### src/pkg/pccc_pkg.sv
// Constants shared by the classifier criterion configuration block
package pccc_pkg;
    // ========================================================
    // Register offsets (management register numbers)
    localparam logic [5:0] ADDR_UDP_DEST_PORT   = 6'h2A;
    localparam logic [5:0] ADDR_BIT_MASK        = 6'h2B;
    localparam logic [5:0] ADDR_BIT_PATTERN     = 6'h2C;
    localparam logic [5:0] ADDR_POSITION_ENABLE = 6'h2D;
    localparam logic [5:0] ADDR_COMMIT_CONTROL  = 6'h2E;
    // ========================================================
    // Reset values
    localparam logic [15:0] RST_UDP_DEST_PORT = 16'h013F;
    localparam logic [15:0] RST_BIT_MASK      = 16'h0000;
    localparam logic [15:0] RST_BIT_PATTERN   = 16'h0000;
    localparam logic [7:0]  RST_OFFSET        = 8'h00;
    localparam logic        RST_ENABLE        = 1'b0;
    localparam logic [3:0]  RST_SELECT        = 4'h0;
    localparam logic [7:0]  RST_HDR_POSITION  = 8'h00;
    // ========================================================
    // Field positions
    localparam int POS_ENABLE     = 15;
    localparam int POS_OFFSET_MSB = 7;
    localparam int POS_STROBE     = 7;
    localparam int POS_SEL_MSB    = 3;
    // ========================================================
    // Codes
    localparam logic [15:0] PORT_MATCH_OFF  = 16'hFFFF;
    localparam logic [3:0]  SEL_HDR_POS     = 4'hF;
    localparam logic [3:0]  SEL_LAST_CRIT   = 4'h7;
    localparam int          NUM_CRITERIA    = 8;
    // Criterion entry: {enable, offset[7:0], pattern[15:0], mask[15:0]}
    localparam int          ENTRY_W         = 41;

    typedef enum logic [1:0] {
        PCCC_IDLE   = 2'b00,
        PCCC_COMMIT = 2'b01
    } pccc_state_t;
endpackage : pccc_pkg

### src/design/pccc_crit_mem.sv
// Criterion store: small memory with registered read data
`timescale 1ns/1ps
module pccc_crit_mem #(
    parameter int DEPTH = 8,
    parameter int WIDTH = 41,
    parameter int AW    = 3
) (
    input  wire logic             core_clk_i,  // Core clock
    input  wire logic             resetn_i,    // Async reset, active low
    input  wire logic             wr_en_i,     // Write strobe
    input  wire logic [AW-1:0]    wr_addr_i,   // Write index
    input  wire logic [WIDTH-1:0] wr_data_i,   // Write word
    input  wire logic [AW-1:0]    rd_addr_i,   // Read index
    output logic      [WIDTH-1:0] rd_data_o    // Registered read word
);
    logic [WIDTH-1:0] mem_q [DEPTH];

    // ========================================================
    // Storage; reset so every criterion starts disabled
    always_ff @(posedge core_clk_i or negedge resetn_i) begin
        if (!resetn_i) begin
            for (int i = 0; i < DEPTH; i++) mem_q[i] <= '0;
        end else if (wr_en_i) begin
            mem_q[wr_addr_i] <= wr_data_i;
        end
    end

    // Read data from a register, one cycle after the address
    always_ff @(posedge core_clk_i or negedge resetn_i) begin
        if (!resetn_i) rd_data_o <= '0;
        else rd_data_o <= mem_q[rd_addr_i];
    end
endmodule : pccc_crit_mem

### src/design/pccc_top.sv
// Classifier criterion configuration registers and criterion checks
// Notes on behaviour
// - IPv4 needs port equal when enabled
// - IPv6 needs port equal when enabled
// - All-ones port value disables port compare
// - Only mask-one bits are compared
// - Masked bits must equal pattern bits
// - Bit 15 is first packet bit
// - Enable sets criterion on/off, ignored for F
// - Byte offset from start locates compare point
// - Strobe copies staged set to selected target
// - Codes 0-7 select criteria 0-7
// - Code F loads offset into header position
// - Start field sets where offsets measure from
// - Combine bit: zero AND, one OR
`timescale 1ns/1ps
module pccc_top #(
    parameter int NCRIT = 8
) (
    input  wire logic        core_clk_i,        // 10 MHz core clock
    input  wire logic        resetn_i,          // Async reset, active low
    // Management register port
    input  wire logic [5:0]  reg_addr_i,        // Register number
    input  wire logic        reg_wr_i,          // Write strobe
    input  wire logic [15:0] reg_wdata_i,       // Write data
    output logic      [15:0] reg_rdata_o,       // Read data (comb)
    // Classifier controls held elsewhere
    input  wire logic        ipv4_timing_classify_en_i, // IPv4 class on
    input  wire logic        ipv6_timing_classify_en_i, // IPv6 class on
    input  wire logic [3:0]  start_select_i,    // Start position code
    input  wire logic        combine_or_i,      // 1 = OR, 0 = AND
    // Packet facts from the datapath
    input  wire logic        pkt_is_ipv4_i,     // Packet is IPv4/UDP
    input  wire logic        pkt_is_ipv6_i,     // Packet is IPv6/UDP
    input  wire logic [15:0] pkt_dest_port_i,   // UDP destination port
    output logic             port_ok_o,         // Port check passes
    // Criterion check stream
    input  wire logic        chk_valid_i,       // Check request
    input  wire logic        chk_first_i,       // First criterion of pkt
    input  wire logic        chk_last_i,        // Last criterion of pkt
    input  wire logic [2:0]  chk_idx_i,         // Criterion index
    input  wire logic [15:0] chk_word_i,        // Packet word, bit15 first
    input  wire logic        fixed_pass_i,      // Fixed classifier passed
    output logic [7:0]       crit_offset_o,     // Offset of checked crit
    output logic [3:0]       crit_start_o,      // Start code for that crit
    output logic             crit_hit_o,        // Checked crit result
    output logic             pkt_valid_o,       // Packet verdict valid
    output logic             pkt_pass_o,        // Packet verdict
    output logic [7:0]       timing_header_position_o // Header position
);
    // ========================================================
    // Staging registers
    logic [15:0] port_q, mask_q, pattern_q;
    logic [7:0]  offset_q, hdr_pos_q;
    logic        enable_q;
    logic [3:0]  sel_q;
    logic        strobe_q;
    pccc_pkg::pccc_state_t state_q;

    logic wr_port, wr_mask, wr_pat, wr_pos, wr_ctl;
    assign wr_port = reg_wr_i && reg_addr_i == pccc_pkg::ADDR_UDP_DEST_PORT;
    assign wr_mask = reg_wr_i && reg_addr_i == pccc_pkg::ADDR_BIT_MASK;
    assign wr_pat  = reg_wr_i && reg_addr_i == pccc_pkg::ADDR_BIT_PATTERN;
    assign wr_pos  = reg_wr_i
                     && reg_addr_i == pccc_pkg::ADDR_POSITION_ENABLE;
    assign wr_ctl  = reg_wr_i && reg_addr_i == pccc_pkg::ADDR_COMMIT_CONTROL;

    // Staged values; reserved bits are simply not stored
    always_ff @(posedge core_clk_i or negedge resetn_i) begin
        if (!resetn_i) begin
            port_q    <= pccc_pkg::RST_UDP_DEST_PORT;
            mask_q    <= pccc_pkg::RST_BIT_MASK;
            pattern_q <= pccc_pkg::RST_BIT_PATTERN;
            offset_q  <= pccc_pkg::RST_OFFSET;
            enable_q  <= pccc_pkg::RST_ENABLE;
            sel_q     <= pccc_pkg::RST_SELECT;
        end else begin
            if (wr_port) port_q <= reg_wdata_i;
            if (wr_mask) mask_q <= reg_wdata_i;
            if (wr_pat) pattern_q <= reg_wdata_i;
            if (wr_pos) begin
                enable_q <= reg_wdata_i[pccc_pkg::POS_ENABLE];
                offset_q <= reg_wdata_i[pccc_pkg::POS_OFFSET_MSB:0];
            end
            if (wr_ctl) sel_q <= reg_wdata_i[pccc_pkg::POS_SEL_MSB:0];
        end
    end

    // ========================================================
    // Commit sequencer: a strobe write arms, next cycle commits
    pccc_pkg::pccc_state_t state_d;
    logic go_crit, go_hdr;
    assign state_d = (state_q == pccc_pkg::PCCC_IDLE && wr_ctl
                      && reg_wdata_i[pccc_pkg::POS_STROBE])
                     ? pccc_pkg::PCCC_COMMIT : pccc_pkg::PCCC_IDLE;
    assign strobe_q = (state_q == pccc_pkg::PCCC_COMMIT);
    // codes 0-7 only; 8-E commit nothing
    assign go_crit = strobe_q && sel_q <= pccc_pkg::SEL_LAST_CRIT;
    assign go_hdr  = strobe_q && sel_q == pccc_pkg::SEL_HDR_POS;

    always_ff @(posedge core_clk_i or negedge resetn_i) begin
        if (!resetn_i) state_q <= pccc_pkg::PCCC_IDLE;
        else state_q <= state_d;
    end

    // Header position: only the offset is taken, enable ignored
    always_ff @(posedge core_clk_i or negedge resetn_i) begin
        if (!resetn_i) hdr_pos_q <= pccc_pkg::RST_HDR_POSITION;
        else if (go_hdr) hdr_pos_q <= offset_q;
    end
    assign timing_header_position_o = hdr_pos_q;

    // ========================================================
    // Criterion store
    logic [pccc_pkg::ENTRY_W-1:0] entry_wr, entry_rd;
    assign entry_wr = {enable_q, offset_q, pattern_q, mask_q};

    pccc_crit_mem #(
        .DEPTH (NCRIT),
        .WIDTH (pccc_pkg::ENTRY_W),
        .AW    (3)
    ) u_mem (
        .core_clk_i (core_clk_i),
        .resetn_i   (resetn_i),
        .wr_en_i    (go_crit),
        .wr_addr_i  (sel_q[2:0]),
        .wr_data_i  (entry_wr),
        .rd_addr_i  (chk_idx_i),
        .rd_data_o  (entry_rd)
    );

    // ========================================================
    // Register read mux; reserved bits read zero, control bit 7 shows the live strobe
    logic [15:0] rd_pos, rd_ctl;
    assign rd_pos = {enable_q, 7'h00, offset_q};
    assign rd_ctl = {8'h00, strobe_q, 3'h0, sel_q};
    assign reg_rdata_o =
        (reg_addr_i == pccc_pkg::ADDR_UDP_DEST_PORT)   ? port_q    :
        (reg_addr_i == pccc_pkg::ADDR_BIT_MASK)        ? mask_q    :
        (reg_addr_i == pccc_pkg::ADDR_BIT_PATTERN)     ? pattern_q :
        (reg_addr_i == pccc_pkg::ADDR_POSITION_ENABLE) ? rd_pos    :
        (reg_addr_i == pccc_pkg::ADDR_COMMIT_CONTROL)  ? rd_ctl    :
        16'h0000;

    // ========================================================
    // Destination port check
    logic port_cmp_on, port_eq;
    // all ones turns the compare off
    assign port_cmp_on = port_q != pccc_pkg::PORT_MATCH_OFF;
    assign port_eq     = pkt_dest_port_i == port_q;
    assign port_ok_o = !port_cmp_on || port_eq
                       || !((pkt_is_ipv4_i && ipv4_timing_classify_en_i)
                            || (pkt_is_ipv6_i && ipv6_timing_classify_en_i));

    // ========================================================
    // Masked compare, bit 15 being the first bit on the wire
    function automatic logic crit_ok(input logic [15:0] word,
                                     input logic [15:0] pat,
                                     input logic [15:0] msk,
                                     input logic        en);
        crit_ok = !en || (((word ^ pat) & msk) == 16'h0000);
    endfunction : crit_ok

    // Word and flags wait one cycle for the registered memory read
    logic [15:0] word_q;
    logic        vld_q, first_q, last_q, fixed_q, acc_q;
    logic        hit;
    assign hit = crit_ok(word_q, entry_rd[31:16], entry_rd[15:0],
                         entry_rd[40]);

    always_ff @(posedge core_clk_i or negedge resetn_i) begin
        if (!resetn_i) begin
            word_q  <= 16'h0000;
            vld_q   <= 1'b0;
            first_q <= 1'b0;
            last_q  <= 1'b0;
            fixed_q <= 1'b0;
        end else begin
            word_q  <= chk_word_i;
            vld_q   <= chk_valid_i;
            first_q <= chk_first_i;
            last_q  <= chk_last_i;
            fixed_q <= fixed_pass_i;
        end
    end

    // Results registered; verdict combines the AND of all hits
    logic cpc_all;
    assign cpc_all = hit && (first_q || acc_q);
    always_ff @(posedge core_clk_i or negedge resetn_i) begin
        if (!resetn_i) begin
            acc_q         <= 1'b1;
            crit_hit_o    <= 1'b0;
            crit_offset_o <= 8'h00;
            crit_start_o  <= 4'h0;
            pkt_valid_o   <= 1'b0;
            pkt_pass_o    <= 1'b0;
        end else begin
            pkt_valid_o <= vld_q && last_q;
            if (vld_q) begin
                acc_q      <= cpc_all;
                crit_hit_o <= hit;
                crit_offset_o <= entry_rd[39:32];
                crit_start_o  <= start_select_i;
                // AND or OR with fixed classifier
                if (last_q) pkt_pass_o <= combine_or_i
                    ? (cpc_all || fixed_q) : (cpc_all && fixed_q);
            end
        end
    end
endmodule : pccc_top

### config.mk
export PLATFORM = sky130hd
export DESIGN_NAME = pccc_top
export DESIGN_NICKNAME = d
export VERILOG_FILES = /design/src/pkg/pccc_pkg.sv /design/src/design/pccc_crit_mem.sv /design/src/design/pccc_top.sv
export SDC_FILE = /design/constraint.sdc
export NUM_CORES = 1
export LEC_CHECK = 0
export BUFFER_PORTS_ARGS = -buffer_cell sky130_fd_sc_hd__buf_2
export CAP_MARGIN = 20
export CORE_ASPECT_RATIO = 1.75
export CORE_MARGIN = 5
export CORE_UTILIZATION = 35
export DETAILED_ROUTE_END_ITERATION = 16
export GPL_TIMING_DRIVEN = 1
export HOLD_SLACK_MARGIN = 0.02
export PLACE_DENSITY = 0.56
export SYNTH_ARGS = -nofsm -noshare
export SYNTH_HDL_FRONTEND = slang
export SYNTH_SLANG_ARGS = --single-unit
export TNS_END_PERCENT = 5
### constraint.sdc
create_clock -name core_clk_i -period 2.1 [get_ports core_clk_i]
set_clock_uncertainty 0.1 [all_clocks]
set_input_delay 0.315 -clock core_clk_i [delete_from_list [all_inputs] [get_ports core_clk_i]]
set_output_delay 0.315 -clock core_clk_i [all_outputs]
set_load 0.02 [all_outputs]
==> results.md <==
* Cells after Synth at 1312
* Status: finished with violations
* Die area at about 64000 µm²
* Core area at 58120 µm²
* Synth Cell Area at 20470 µm²
* GRT Util Overall at 0.1696
* Non-filler cells, final at 2283
* Avg Synthesized Cell Area at between 15 and 20 µm²
* Gr ovfl total at 0
* # IOs at between 100 and 150
* CTS sink cnt at 475
* Initial antenna violation count at 3
* CP max FO at 4
* DR pass1 iterations at 4
* Post-synthesis net count at 1385
* Hold Slack at around 0.11 ns
* RePlAce Congestion at 0.7852
* CP max stage delay at 0.60 ns
* Area delta synth->final at 19.98%
* Crit. End Element: output pin
* Power per cell area at between 700 and 800 nW/µm²
* Slew HR at 0.6626
* Maximum vdd drop at between 400 and 500 µV
* Worst-Margin Slew at between 0.5 and 0.6 ns
* Register bit count reported by yosys at 475
* Post-synth top area share at 0.5709
* Fill cells at 5272
* Top-count cell post-synth: dfrtp_1
* Final #Nets at 1550
* Top_reg_cell synth: dfrtp_1
* Post-route cell area at 24560 µm²
* I/O Buffers at 112
* Largest net degree at the start of global routing at 79
* Seq/Total Area, Yosys at 0.5812
* Crit-path slowest cell: dfstp_2
* Req. time, crit path at 1.68 ns
* Vias in the first global route at 12810
* First-pass GRT wire length at 81160 µm
* RSZ-0062 raised after global routing: true
* CTS tree: done
* Placed insts at 2161
* Clock latency at the later pin of the worst-skew pair at 0.56 ns
* Final WS setup at -0.3516 ns
* Drt drc at 0
* Peak Freq at around 0.4 GHz
* Hpwl dp at approximately 36000 µm
* # rows at 117
* Root Buffer: clkbuf_16
* LEAKAGE at 11.88 nW
* Util after Layout at 0.4226
* Register area at roughly 12000 µm²
* Crit path DAT at 2.04 ns
* Area leader, netlist: dfrtp_1
* CTS Buf Count at 44
* Via Count at about 12000
* DR WL/cell at 23.29 µm
* Count of cell types in the netlist at 43
* Detail Route Antenna Nets at 0
* Synth cell count leaders: dfrtp_1 (467), mux2_2 (282), mux2_1 (128)
* Crit-path cells: xnor2_2 > nand4_1 > nor4_2 > or3_1 > buf_6
* Area after DPL at 22480 µm²
* Multi-input gate area at 8139 µm²
* WS Path Type: flop to output pin
* Final Max Slew Viols at 0
* H-tree depth at 2
* Top post-synthesis cells by area: dfrtp_1 (57%), mux2_2 (16%), mux4_2 (9.0%)
* Final setup violation count at 3
* Total Wirelength at 53170 µm
* Via density per instance at 5.095
* EDFF count, synth at 0
* Minimum clock period at 2.452 ns
* Setup TNS at -0.4338 ns
* Detailed router's first-iteration violation count at 526
* Chip Height at 329.9 µm
* Layout cells sized above 1 at 0.4632
* Clk slew on worst S/H paths at 0.06 ns
* Final hold vios at 0
* Max Cap Violations at 0
* Starting Density at 0.3522
* CTS max path bufs at 3
* Die W at a little under 200 µm
* Final worst-path cycle share at 1.167
* Worst Hold Class: input port to flop
* Ys async rst share at 1.000
* Yosys Warn Count at 0
* Failing checks: setup timing
* Critical Path Source Type: flop
[cell type report]
cell class,count,share of cell area
Inverter,8,0.001223
Tap cell,773,0.03938
Clock buffer,66,0.05232
Antenna cell,1,0.0001019
Multi-Input combinational cell,716,0.3314
Clock inverter,12,0.006674
Timing Repair Buffer,232,0.08315
Sequential cell,475,0.4857
[routing by layer]
layer  routed length, µm  vias up  GRT usage
li1                    -     5087          -
met1               22090     6291     0.2159
met2               28230      178     0.3039
met3                1382       77    0.01702
met4                1462        0    0.05166
met5                   0        -          0
[repair_timing]
action	CTS	global route
pin swaps	6	6
endpoints found under the setup margin	17	16
setup buffers	1	0
gates resized for setup	44	19
hold buffers	42	0
endpoints found under the hold margin	299	0
[power breakdown]
part	internal (W)	switching, W	leakage (nW)
clock network	0.00472	0.00345	0.716
logic	0.000621	0.000707	4.72
registers	0.00943	0.000476	6.45
[flip-flops by register name, summed over array words and instances, names as in the netlist, 8 cells and up]
| register | cells |
|---|---|
| crit_offset_o | 8 |
| mask_q | 16 |
| offset_q | 8 |
| pattern_q | 16 |
| port_q | 16 |
| timing_header_position_o | 8 |
| u_mem.mem_q | 328 |
| u_mem.rd_data_o | 41 |
| word_q | 16 |
[through the flow]
stage / setup WS, ns / power (W)
floorplan: 0.1439 / 0.01047
global placement: -0.1715 / 0.01128
detailed placement: -0.1548 / 0.01131
CTS: -0.4069 / 0.01966
global route: -0.4149 / 0.02011
finish: -0.3516 / 0.01940
[layout by cell type, fill, tap and decap left out, types with 6 or more instances in the layout]
| cell type | synthesis | final |
|---|---|---|
| mux2_1 | 128 | 128 |
| xor2_1 | 16 | 16 |
| clkbuf_16 | 0 | 45 |
| a22oi_1 | 9 | 8 |
| nor2_1 | 14 | 13 |
| mux2_2 | 282 | 282 |
| dfrtp_2 | 0 | 26 |
| nand2_1 | 42 | 42 |
| a21oi_1 | 18 | 18 |
| clkbuf_8 | 0 | 8 |
| clkbuf_1 | 25 | 13 |
| mux2_4 | 10 | 10 |
| xnor2_1 | 16 | 13 |
| buf_4 | 12 | 51 |
| o22ai_2 | 0 | 6 |
| dfrtp_1 | 467 | 441 |
| buf_12 | 0 | 33 |
| buf_6 | 3 | 6 |
| dlygate4sd3_1 | 0 | 42 |
| nand4_1 | 10 | 10 |
| clkinv_2 | 0 | 7 |
| mux4_2 | 82 | 82 |
| o21ai_0 | 31 | 30 |
| inv_1 | 8 | 7 |
| buf_2 | 37 | 99 |
| dfstp_2 | 8 | 8 |
| mux2i_1 | 13 | 10 |
[path summary, 6_finish.rpt]
check | slack, ns | from | cells past startpoint | to
hold / removal | 0.11 | reg_wr_i | 3 | state_q[0]
max in group asynchronous | 0.92 | resetn_i | 3 | acc_q
setup reg to reg | 0.07 | word_q[13] | 8 | pkt_pass_o
setup / recovery | -0.35 | port_q[2] | 5 | port_ok_o
hold reg to reg | 0.38 | u_mem.rd_data_o[39] | 1 | crit_offset_o[7]
min in group asynchronous | 0.15 | resetn_i | 2 | u_mem.mem_q[212]
[worst max-delay path, delay by kind of cell, from the launching register on]
kind          cells  cell delay (ns)
simple gates      3             0.60
flops             1             0.60
xor+xnor          1             0.17
buf+inv           1             0.12
[logic make-up (layout without fill, tap and decap cells)]
group / after synthesis / in the layout / share of synthesized area
compound gates: 76 / 76 / 0.02182
xor+xnor: 32 / 32 / 0.01369
buf+inv: 121 / 318 / 0.02867
flops: 475 / 475 / 0.5812
mux: 515 / 515 / 0.3295
other cells: 0 / 1 / 0
simple gates: 93 / 93 / 0.02518
(Power assumes the default switching activity.)
